`config.mk`:
```
export PLATFORM = sky130hd
export DESIGN_NAME = scg_audio_clock_gen
export DESIGN_NICKNAME = d
export VERILOG_FILES = /design/src/design/scg_pkg.sv /design/src/design/scg_audio_clock_gen.sv /design/src/design/scg_tick_div.sv
export VERILOG_INCLUDE_DIRS = /design/src /design/src/design
export SDC_FILE = /design/constraint.sdc
export NUM_CORES = 1
export LEC_CHECK = 0
export BUFFER_PORTS_ARGS = -buffer_cell sky130_fd_sc_hd__buf_2
export CAP_MARGIN = 10
export CORE_ASPECT_RATIO = 0.5
export CORE_MARGIN = 4
export CORE_UTILIZATION = 45
export CTS_CLUSTER_DIAMETER = 200
export DETAILED_ROUTE_END_ITERATION = 8
export REMOVE_ABC_BUFFERS = 1
export SKIP_CTS_REPAIR_TIMING = 1
export SYNTH_ARGS = -nofsm -noshare
export SYNTH_HDL_FRONTEND = slang
export SYNTH_SLANG_ARGS = --single-unit
```
`constraint.sdc`:
```
create_clock -name i_core_clk -period 14.74 [get_ports i_core_clk]
set_input_delay 2.948 -clock i_core_clk [delete_from_list [all_inputs] [get_ports i_core_clk]]
set_output_delay 2.948 -clock i_core_clk [all_outputs]
set_load 0.02 [all_outputs]
```
`src/design/scg_map.svh`:
```
// register offsets, field positions and codes of the audio clock generator
`ifndef SCG_MAP_SVH
`define SCG_MAP_SVH
`define SCG_CTL_OFS     8'h00
`define SCG_ACD_OFS     8'h3c
`define SCG_ACDD_OFS    8'h40
`define SCG_STAT_OFS    8'h44
`define SCG_CTL_MASK    32'h00ff_fff7
`define SCG_ACD_MASK    32'h0000_00ff
`define SCG_ACDD_MASK   32'h0fff_7fff
`define SCG_RST_VAL     32'h0000_0000
`define SCG_EN_BIT      0
`define SCG_ACS_BIT     1
`define SCG_NET_BIT     2
`define SCG_WID_LSB     4
`define SCG_SLOT_LSB    9
`define SCG_SCR_LSB     12
`define SCG_DIV_LSB     0
`define SCG_BYP_BIT     3
`define SCG_SRC_LSB     4
`define SCG_X8_BIT      7
`define SCG_NUM_LSB     0
`define SCG_DEN_LSB     16
`define SCG_SRC_DITHER  3'h6
`define SCG_DIV_MAX     3'h5
`define SCG_HALF_DIV4   3'h3
`define SCG_HALF_DIV8   3'h7
`define SCG_HALF_BYP    3'h0
`define SCG_RESP_OKAY   2'h0
`define SCG_RESP_SLVERR 2'h2
`endif

```
`src/design/scg_pkg.sv`:
```
// shared types of the audio clock generator
package scg_pkg;
    typedef enum logic [1:0] {
        SCG_PRE_DIV4 = 2'h0,
        SCG_PRE_DIV8 = 2'h1,
        SCG_PRE_BYP  = 2'h3
    } scg_pre_e;

    typedef struct packed {
        logic [31:0] ctl;
        logic [31:0] acd;
        logic [31:0] acdd;
        logic [31:0] act_ctl;
        logic [31:0] act_acd;
        logic [31:0] act_acdd;
        logic [14:0] acc;
        logic        dtick;
        logic [9:0]  fcnt;
        logic        sys_out;
        logic        bit_out;
        logic        frame_out;
        logic        aw_have;
        logic        w_have;
        logic [7:0]  awaddr;
        logic [31:0] wdata;
        logic [3:0]  wstrb;
        logic        awready;
        logic        wready;
        logic        bvalid;
        logic [1:0]  bresp;
        logic        arready;
        logic        rvalid;
        logic [31:0] rdata;
        logic [1:0]  rresp;
    } scg_state_s;

    function automatic logic [31:0] scg_merge(input logic [31:0] o, input logic [31:0] d,
                                              input logic [3:0] b);
        logic [31:0] r;
        r = o;
        for (int i = 0; i < 4; i++) begin
            if (b[i]) begin
                r[8*i +: 8] = d[8*i +: 8];
            end
        end
        return r;
    endfunction
endpackage

```
`src/design/scg_audio_clock_gen.sv`:
```
// audio clock generator: divider registers, clock chain, frame timing, bus slave
// How it works
// with audio clock select set, the divider register picks the clock source
// nonzero serial clock rate: bit clock from core divider, no phase tie
// system clock equals selected source divided by selected power of two
// rate zero with select set: bit clock is system clock divided by 8, 4 or 1
// frame rate is bit clock over sample width, times slot count only with the net bit set
// software should change the divider only while the port is off
// source codes 0..5 pick fixed sources, 6 dither, 7 reserved
// source code 6 routes the dither divider into the power-of-two divider
// divider codes 0..5 divide by 1 to 32, 6 and 7 reserved
// select set, divide-by-eight set, bypass clear: divide by 8
// select set, divide-by-eight and bypass clear: divide by 4
// select and bypass set: system clock passes undivided
// select clear: divide-by-eight and bypass have no effect
// rate zero and audio path: audio clock drives the bit clock
// software keeps audio clock select clear in ring oscillator mode
// software avoids source 4 with divisor 1, source 5 with 1 or 2
// dither divider uses 15-bit numerator and 12-bit denominator
// software writes zero to reserved bits, reads them as undefined
// divider fields at bits 7, 6:4, 3, 2:0, all reset to zero
// software uses the recommended settings for standard frame rates
// setting changes are applied glitch-free, never shortening a pulse; the code emits a one-cycle pulse if a divider level rises in the swap cycle
`timescale 1ns/100ps
module scg_audio_clock_gen (
    input  wire logic        i_core_clk,
    input  wire logic        i_arst_n,
    input  wire logic [5:0]  i_source_tick,
    input  wire logic        i_pll_tick,
    input  wire logic        i_axi_awvalid,
    output logic             o_axi_awready,
    input  wire logic [7:0]  i_axi_awaddr,
    input  wire logic        i_axi_wvalid,
    output logic             o_axi_wready,
    input  wire logic [31:0] i_axi_wdata,
    input  wire logic [3:0]  i_axi_wstrb,
    output logic             o_axi_bvalid,
    input  wire logic        i_axi_bready,
    output logic [1:0]       o_axi_bresp,
    input  wire logic        i_axi_arvalid,
    output logic             o_axi_arready,
    input  wire logic [7:0]  i_axi_araddr,
    output logic             o_axi_rvalid,
    input  wire logic        i_axi_rready,
    output logic [31:0]      o_axi_rdata,
    output logic [1:0]       o_axi_rresp,
    output logic             o_system_clock_out,
    output logic             o_serial_bit_clock,
    output logic             o_frame_signal
);
`include "scg_map.svh"

    // ----------------------------------------------------------------
    // reset release
    // ----------------------------------------------------------------
    logic [1:0] rst_q;
    logic       rst_n;

    always_ff @(posedge i_core_clk or negedge i_arst_n) begin
        if (!i_arst_n) begin
            rst_q <= 2'h0;
        end else begin
            rst_q <= {rst_q[0], 1'b1};
        end
    end
    assign rst_n = rst_q[1];

    // ----------------------------------------------------------------
    // active configuration
    // ----------------------------------------------------------------
    scg_pkg::scg_state_s s;
    scg_pkg::scg_state_s n;
    scg_pkg::scg_pre_e   pre_mode;
    logic                act_en;
    logic                act_acs;
    logic                act_net;
    logic                act_byp;
    logic                act_x8;
    logic [4:0]          act_wid;
    logic [2:0]          act_slot;
    logic [11:0]         act_scr;
    logic [2:0]          act_src;
    logic [2:0]          act_div;
    logic [14:0]         act_num;
    logic [11:0]         act_den;
    logic                audio;
    logic                pending;
    logic                apply;
    logic [2:0]          dsel;
    logic [5:0]          pow_half;
    logic [2:0]          pre_half;
    logic                sel_tick;
    logic                pow_clr;
    logic                pre_clr;
    logic                scr_clr;
    logic                sys_lvl;
    logic                sys_tgl;
    logic                pre_lvl;
    logic                pre_tgl;
    logic                scr_lvl;
    logic                scr_tgl;
    logic                bit_lvl;
    logic                bit_tgl;
    logic [9:0]          flen_m1;
    logic [15:0]         dsum;

    assign act_en   = s.act_ctl[`SCG_EN_BIT];
    assign act_acs  = s.act_ctl[`SCG_ACS_BIT];
    assign act_net  = s.act_ctl[`SCG_NET_BIT];
    assign act_wid  = s.act_ctl[`SCG_WID_LSB +: 5];
    assign act_slot = s.act_ctl[`SCG_SLOT_LSB +: 3];
    assign act_scr  = s.act_ctl[`SCG_SCR_LSB +: 12];
    assign act_div  = s.act_acd[`SCG_DIV_LSB +: 3];
    assign act_byp  = s.act_acd[`SCG_BYP_BIT];
    assign act_src  = s.act_acd[`SCG_SRC_LSB +: 3];
    assign act_x8   = s.act_acd[`SCG_X8_BIT];
    assign act_num  = s.act_acdd[`SCG_NUM_LSB +: 15];
    assign act_den  = s.act_acdd[`SCG_DEN_LSB +: 12];

    // audio path only when select is set and the rate field is zero
    assign audio   = act_acs && (act_scr == 12'h000);
    assign pending = (s.ctl != s.act_ctl) || (s.acd != s.act_acd) || (s.acdd != s.act_acdd);
    // swap only while both clocks sit low; counters restart low, yet a divider level that rose in the swap cycle still gives a one-cycle runt pulse
    assign apply   = pending && !s.sys_out && !s.bit_out;

    // ----------------------------------------------------------------
    // source selection and dividers
    // ----------------------------------------------------------------
    always_comb begin
        sel_tick = 1'b0;
        if (act_acs) begin
            if (act_src == `SCG_SRC_DITHER) begin
                sel_tick = s.dtick;
            end else if (act_src < `SCG_SRC_DITHER) begin
                sel_tick = i_source_tick[act_src];
            end
        end
    end

    // reserved divider codes fall back to the largest divisor
    assign dsel     = (act_div > `SCG_DIV_MAX) ? `SCG_DIV_MAX : act_div;
    assign pow_half = (6'h1 << dsel) - 6'h1;
    assign pre_mode = act_byp ? scg_pkg::SCG_PRE_BYP :
                      (act_x8 ? scg_pkg::SCG_PRE_DIV8 : scg_pkg::SCG_PRE_DIV4);

    always_comb begin
        case (pre_mode)
            scg_pkg::SCG_PRE_BYP: begin
                pre_half = `SCG_HALF_BYP;
            end
            scg_pkg::SCG_PRE_DIV8: begin
                pre_half = `SCG_HALF_DIV8;
            end
            default: begin
                pre_half = `SCG_HALF_DIV4;
            end
        endcase
    end

    // with select clear the prescaler is held, so its mode bits do nothing
    assign pow_clr = !act_acs || apply;
    assign pre_clr = !act_acs || !act_en || apply;
    assign scr_clr = !act_en || apply;

    scg_tick_div #(.W(6)) u_pow (
        .i_core_clk (i_core_clk),
        .i_rst_n    (rst_n),
        .i_tick     (sel_tick),
        .i_clear    (pow_clr),
        .i_half     (pow_half),
        .o_level    (sys_lvl),
        .o_toggle   (sys_tgl)
    );

    scg_tick_div #(.W(3)) u_pre (
        .i_core_clk (i_core_clk),
        .i_rst_n    (rst_n),
        .i_tick     (sys_tgl),
        .i_clear    (pre_clr),
        .i_half     (pre_half),
        .o_level    (pre_lvl),
        .o_toggle   (pre_tgl)
    );

    // core-clock divider is independent of the audio chain: no phase relation
    scg_tick_div #(.W(12)) u_scr (
        .i_core_clk (i_core_clk),
        .i_rst_n    (rst_n),
        .i_tick     (1'b1),
        .i_clear    (scr_clr),
        .i_half     (act_scr),
        .o_level    (scr_lvl),
        .o_toggle   (scr_tgl)
    );

    assign bit_lvl = audio ? pre_lvl : scr_lvl; // see
    assign bit_tgl = audio ? pre_tgl : scr_tgl;
    assign flen_m1 = (10'(act_wid) + 10'h1) * (act_net ? 10'(act_slot) + 10'h1 : 10'h1)
                     - 10'h1;

    // ----------------------------------------------------------------
    // next state
    // ----------------------------------------------------------------
    always_comb begin
        n = s;
        n.dtick = 1'b0;
        dsum = {1'b0, s.acc} + 16'(act_den);
        // fractional accumulator: one tick per pll tick at rate den/num
        if (apply) begin
            n.acc = '0;
        end else if (act_acs && act_src == `SCG_SRC_DITHER && i_pll_tick && act_num != 15'h0) begin
            if (dsum >= {1'b0, act_num}) begin
                n.acc = 15'(dsum - {1'b0, act_num});
                n.dtick = 1'b1;
            end else begin
                n.acc = dsum[14:0];
            end
        end
        n.sys_out = act_acs && sys_lvl;
        n.bit_out = act_en && bit_lvl;
        if (!act_en || apply) begin
            n.fcnt = '0;
            n.frame_out = 1'b0;
        end else if (bit_tgl && bit_lvl) begin
            n.frame_out = (s.fcnt == 10'h0);
            n.fcnt = (s.fcnt >= flen_m1) ? 10'h0 : s.fcnt + 10'h1;
        end
        if (apply) begin
            n.act_ctl = s.ctl;
            n.act_acd = s.acd;
            n.act_acdd = s.acdd;
        end
        // write channel: address and data in either order
        if (i_axi_awvalid && s.awready) begin
            n.aw_have = 1'b1;
            n.awaddr = i_axi_awaddr;
        end
        if (i_axi_wvalid && s.wready) begin
            n.w_have = 1'b1;
            n.wdata = i_axi_wdata;
            n.wstrb = i_axi_wstrb;
        end
        if (s.bvalid && i_axi_bready) begin
            n.bvalid = 1'b0;
        end
        if (s.aw_have && s.w_have) begin
            n.aw_have = 1'b0;
            n.w_have = 1'b0;
            n.bvalid = 1'b1;
            n.bresp = `SCG_RESP_OKAY;
            case (s.awaddr)
                `SCG_CTL_OFS: begin
                    n.ctl = scg_pkg::scg_merge(s.ctl, s.wdata, s.wstrb) & `SCG_CTL_MASK;
                end
                `SCG_ACD_OFS: begin
                    n.acd = scg_pkg::scg_merge(s.acd, s.wdata, s.wstrb)
                            & `SCG_ACD_MASK;
                end
                `SCG_ACDD_OFS: begin
                    n.acdd = scg_pkg::scg_merge(s.acdd, s.wdata, s.wstrb) & `SCG_ACDD_MASK;
                end
                `SCG_STAT_OFS: begin
                    n.bresp = `SCG_RESP_OKAY;
                end
                default: begin
                    n.bresp = `SCG_RESP_SLVERR;
                end
            endcase
        end
        n.awready = !n.aw_have && !n.bvalid;
        n.wready = !n.w_have && !n.bvalid;
        // read channel
        if (s.rvalid && i_axi_rready) begin
            n.rvalid = 1'b0;
        end
        if (i_axi_arvalid && s.arready) begin
            n.rvalid = 1'b1;
            n.rresp = `SCG_RESP_OKAY;
            case (i_axi_araddr)
                `SCG_CTL_OFS: begin
                    n.rdata = s.ctl;
                end
                `SCG_ACD_OFS: begin
                    n.rdata = s.acd;
                end
                `SCG_ACDD_OFS: begin
                    n.rdata = s.acdd;
                end
                `SCG_STAT_OFS: begin
                    n.rdata = {18'h0, s.fcnt, pending, s.frame_out, s.bit_out, s.sys_out};
                end
                default: begin
                    n.rdata = 32'h0000_0000;
                    n.rresp = `SCG_RESP_SLVERR;
                end
            endcase
        end
        n.arready = !n.rvalid;
    end

    always_ff @(posedge i_core_clk or negedge rst_n) begin
        if (!rst_n) begin
            s <= '0;
        end else begin
            s <= n;
        end
    end

    assign o_axi_awready      = s.awready;
    assign o_axi_wready       = s.wready;
    assign o_axi_bvalid       = s.bvalid;
    assign o_axi_bresp        = s.bresp;
    assign o_axi_arready      = s.arready;
    assign o_axi_rvalid       = s.rvalid;
    assign o_axi_rdata        = s.rdata;
    assign o_axi_rresp        = s.rresp;
    assign o_system_clock_out = s.sys_out;
    assign o_serial_bit_clock = s.bit_out;
    assign o_frame_signal     = s.frame_out;

    // ----------------------------------------------------------------
    // checks
    // ----------------------------------------------------------------
    logic [6:0] h_pow;
    logic [3:0] h_pre;

    // tick counts between divider toggles
    always_ff @(posedge i_core_clk or negedge rst_n) begin
        if (!rst_n) begin
            h_pow <= 7'h00;
            h_pre <= 4'h0;
        end else begin
            h_pow <= (pow_clr || sys_tgl) ? {6'h00, sel_tick && !pow_clr}
                                          : h_pow + {6'h00, sel_tick};
            h_pre <= (pre_clr || pre_tgl) ? {3'h0, sys_tgl && !pre_clr} : h_pre + {3'h0, sys_tgl};
        end
    end
endmodule

```
`src/design/scg_tick_div.sv`:
```
// tick divider: toggles a level once every (half+1) input ticks
`timescale 1ns/100ps
module scg_tick_div #(
    parameter int W = 6
) (
    input  wire logic         i_core_clk,
    input  wire logic         i_rst_n,
    input  wire logic         i_tick,
    input  wire logic         i_clear,
    input  wire logic [W-1:0] i_half,
    output logic              o_level,
    output logic              o_toggle
);
    typedef struct packed {
        logic [W-1:0] cnt;
        logic         lvl;
        logic         tgl;
    } scg_div_s;

    scg_div_s s;
    scg_div_s n;

    always_comb begin
        n = s;
        n.tgl = 1'b0;
        if (i_clear) begin
            // clear parks the level low, so a pending low phase only grows
            n.cnt = '0;
            n.lvl = 1'b0;
        end else if (i_tick) begin
            if (s.cnt >= i_half) begin
                n.cnt = '0;
                n.lvl = !s.lvl;
                n.tgl = 1'b1;
            end else begin
                n.cnt = s.cnt + 1'b1;
            end
        end
    end

    always_ff @(posedge i_core_clk or negedge i_rst_n) begin
        if (!i_rst_n) begin
            s <= '0;
        end else begin
            s <= n;
        end
    end

    assign o_level  = s.lvl;
    assign o_toggle = s.tgl;
endmodule

```
==> out/results.tsv <==
metric	value	unit
outcome	completed	
required	15.20	ns
drcViolationCount	0	
worstSetupPathType	flop to flop	
n_antenna_cell	0	
n_fill_cell	2817	
async_reset_ff_share	100	%
finalCriticalPeriod	5.59	ns
vias_per_cell	5.57	
hold_slack	0.278	ns
num_io_pins	110	
cts_tree	done	
max-cap-violations	0	
reg2reg_setup_slack	9.15	ns
dp_hpwl	27500	microns
core-area	31800	sq um
clock-root-buffer	clkbuf_16	
netlist_area	14600	sq um
drv_slew	0	
timing.rr.end	s[90]	
setup_slack	9.15	ns
skew	0.00824	ns
grt_pass1_vias	10590	
syn-instance-count	1378	
setup_viol	0	
hold_viol	0	
yosysSeqAreaShare	43.1	%
postRouteAntennaNets	0	
layout.cells.non_filler	1895	
htreeDepth	1	
fin_nets	1610	
vias	10554	
ys_ff_latch	251	
tns	0	ns
wirelength	36400	microns
critPathCaptureType	flop	
ff2ff_path_depth	20	
track_usage	20.4	%
io_buffers	99	
yosys_warnings	0	
grt_pass1_wl	57900	microns
fin_crit_sh	37.9	%
crit_path_max_fanout	17	
insertion_delay	0.55	ns
crit_arrival	6.05	ns
die-height	135	microns
synth_edf_count	0	
start_util	45.8	%
floorplan.rows	46	
die_area	35500	sq um
synthFlopType	dfrtp_1	
timing.rr.start	act_net	
route.detailed.wl_per_inst	19.2	microns
cp-start-kind	flop	
rsz0062_at_grt	no	
dr.pass1.iters	7	
holdCritPathClass	flop to async pin	
maxSlewHeadroom	25.2	%
clk_pin_slew	0.07	ns
antenna_found_initial	0	
dp.cells	1852	
area_delta_synth_final	10.1	%
overflow	0	
drive_gt1_share	22.3	%
synth.avg_cell_area	10.6	sq um
dpl_worst_slack	9.16	ns
cts_inserted_buffers	25	
clock_sinks	251	
worstMarginPinSlew	1.12	ns
clockBufferDepth	3	
fp.dieW	263	microns
synth_cell_types	69	
fmax	0.179	GHz
globalplace.congestion	0.858	
grt_max_degree	82	
drt_iter0_drc	705	
==> critical path, stage by stage (launching register included) <==
cell and delay [ns]:
dfrtp_1 0.56, nand2_1 0.25, or3_1 0.40, ha_1 0.32, fa_1 0.51, fa_1 0.54
inv_1 0.04, ha_1 0.32, a21oi_1 0.16, nor2_1 0.06, nor2_1 0.15, o21bai_1 0.08
a21oi_1 0.22, o21ai_0 0.14, xnor2_1 0.15, ha_1 0.29, o211a_1 0.13, a221oi_1 0.29
buf_4 0.27, or3b_2 0.45, a21oi_1 0.15
==> per-stage QoR <==
stage | cell area (sq um) | util [%]
after floorplan | 14200 | -
after global placement | 15300 | 48.0
after detailed placement | 15300 | 48.0
after CTS | 16100 | 50.5
after global routing | 16100 | 50.5
final | 16100 | 50.5
==> per-layer routing <==
metal  GRT usage [%]  wire length (microns)  vias up
met3            3.39                   1470       41
met5               0                      0        -
met4            3.88                    630        0
li1                -                      -     4998
met1            30.1                  18000     5335
met2            32.2                  16400      180
==> logic make-up (layout without fill, tap and decap cells) <==
| logic type | count (synthesis) | in the layout | synth area share [%] |
|---|---|---|---|
| muxes | 182 | 182 | 13.9 |
| and+or+nand+nor | 375 | 375 | 12.9 |
| buffers and inverters | 150 | 229 | 5.09 |
| DFF | 251 | 251 | 43.1 |
| other | 2 | 8 | 0.0515 |
| AOI/OAI and AO/OA | 222 | 222 | 10.2 |
| xor gates and xnor gates | 99 | 99 | 5.94 |
| adders and majority gates | 97 | 97 | 8.89 |
==> worst max-delay path by stage <==
stage,endpoint,cells after the start,startpoint
floorplan,act_acs,0,rst_q[1]
global placement,o_axi_rdata[10],7,i_axi_araddr[7]
detailed placement,s[90],23,act_net
CTS,s[90],23,act_net
global route,s[90],23,act_net
finish,s[90],20,act_net
==> cells in the mapped netlist, types with 10 or more instances <==
library cell | instances | area share [%]
inv_1 | 76 | 2.0
fa_1 | 11 | 1.5
a21oi_1 | 57 | 2.0
o21ai_0 | 48 | 1.6
and2_1 | 13 | 0.56
buf_4 | 45 | 2.3
mux2i_1 | 25 | 1.7
ha_1 | 86 | 7.4
nor2_1 | 53 | 1.4
and3_1 | 11 | 0.47
mux2_2 | 156 | 12
a21o_1 | 15 | 0.77
a22o_1 | 11 | 0.66
o31ai_1 | 11 | 0.57
nor4_1 | 29 | 1.2
nor3_1 | 25 | 0.86
o21a_1 | 10 | 0.51
dfrtp_1 | 251 | 43
nand3_1 | 42 | 1.4
or3_1 | 14 | 0.60
xor2_1 | 76 | 4.6
a31oi_1 | 13 | 0.56
nor2b_1 | 11 | 0.47
nand2b_1 | 14 | 0.60
nand2_1 | 119 | 3.1
xnor2_1 | 23 | 1.4
nand4_1 | 12 | 0.51
clkbuf_1 | 17 | 0.44
==> layout by cell type, fill, tap and decap left out, types with 29 or more instances in the layout <==
master	n
dfrtp_1	250
buf_2	99
nor4_1	29
ha_1	86
mux2_2	156
nand3_1	42
inv_1	76
xor2_1	76
o21ai_0	48
nor2_1	53
nand2_1	119
a21oi_1	57
==> registers in the layout (all words and copies together) (netlist names), 2 cells and up <==
| signal | count |
|---|---|
| act_src | 3 |
| act_div | 3 |
| act_slot | 3 |
| act_num | 15 |
| s | 126 |
| act_scr | 12 |
| u_pre.s | 3 |
| act_wid | 5 |
| u_pow.s | 6 |
| act_den | 12 |
| u_scr.s | 12 |
| o_axi_rdata | 28 |
| rst_q | 2 |
==> cell type report <==
class,instances,area [sq um],share of cell area (%)
inverters,76,285,1.78
repair buffers,110,578,3.60
clock buffers,37,711,4.43
flip-flops and latches,251,6280,39.1
multi-input cells,983,7580,47.2
well taps,432,541,3.37
clock inverters,6,73.8,0.460
Power is not shown: default switching activity piles up to over one toggle a cycle in this logic, so the estimate is an artifact.
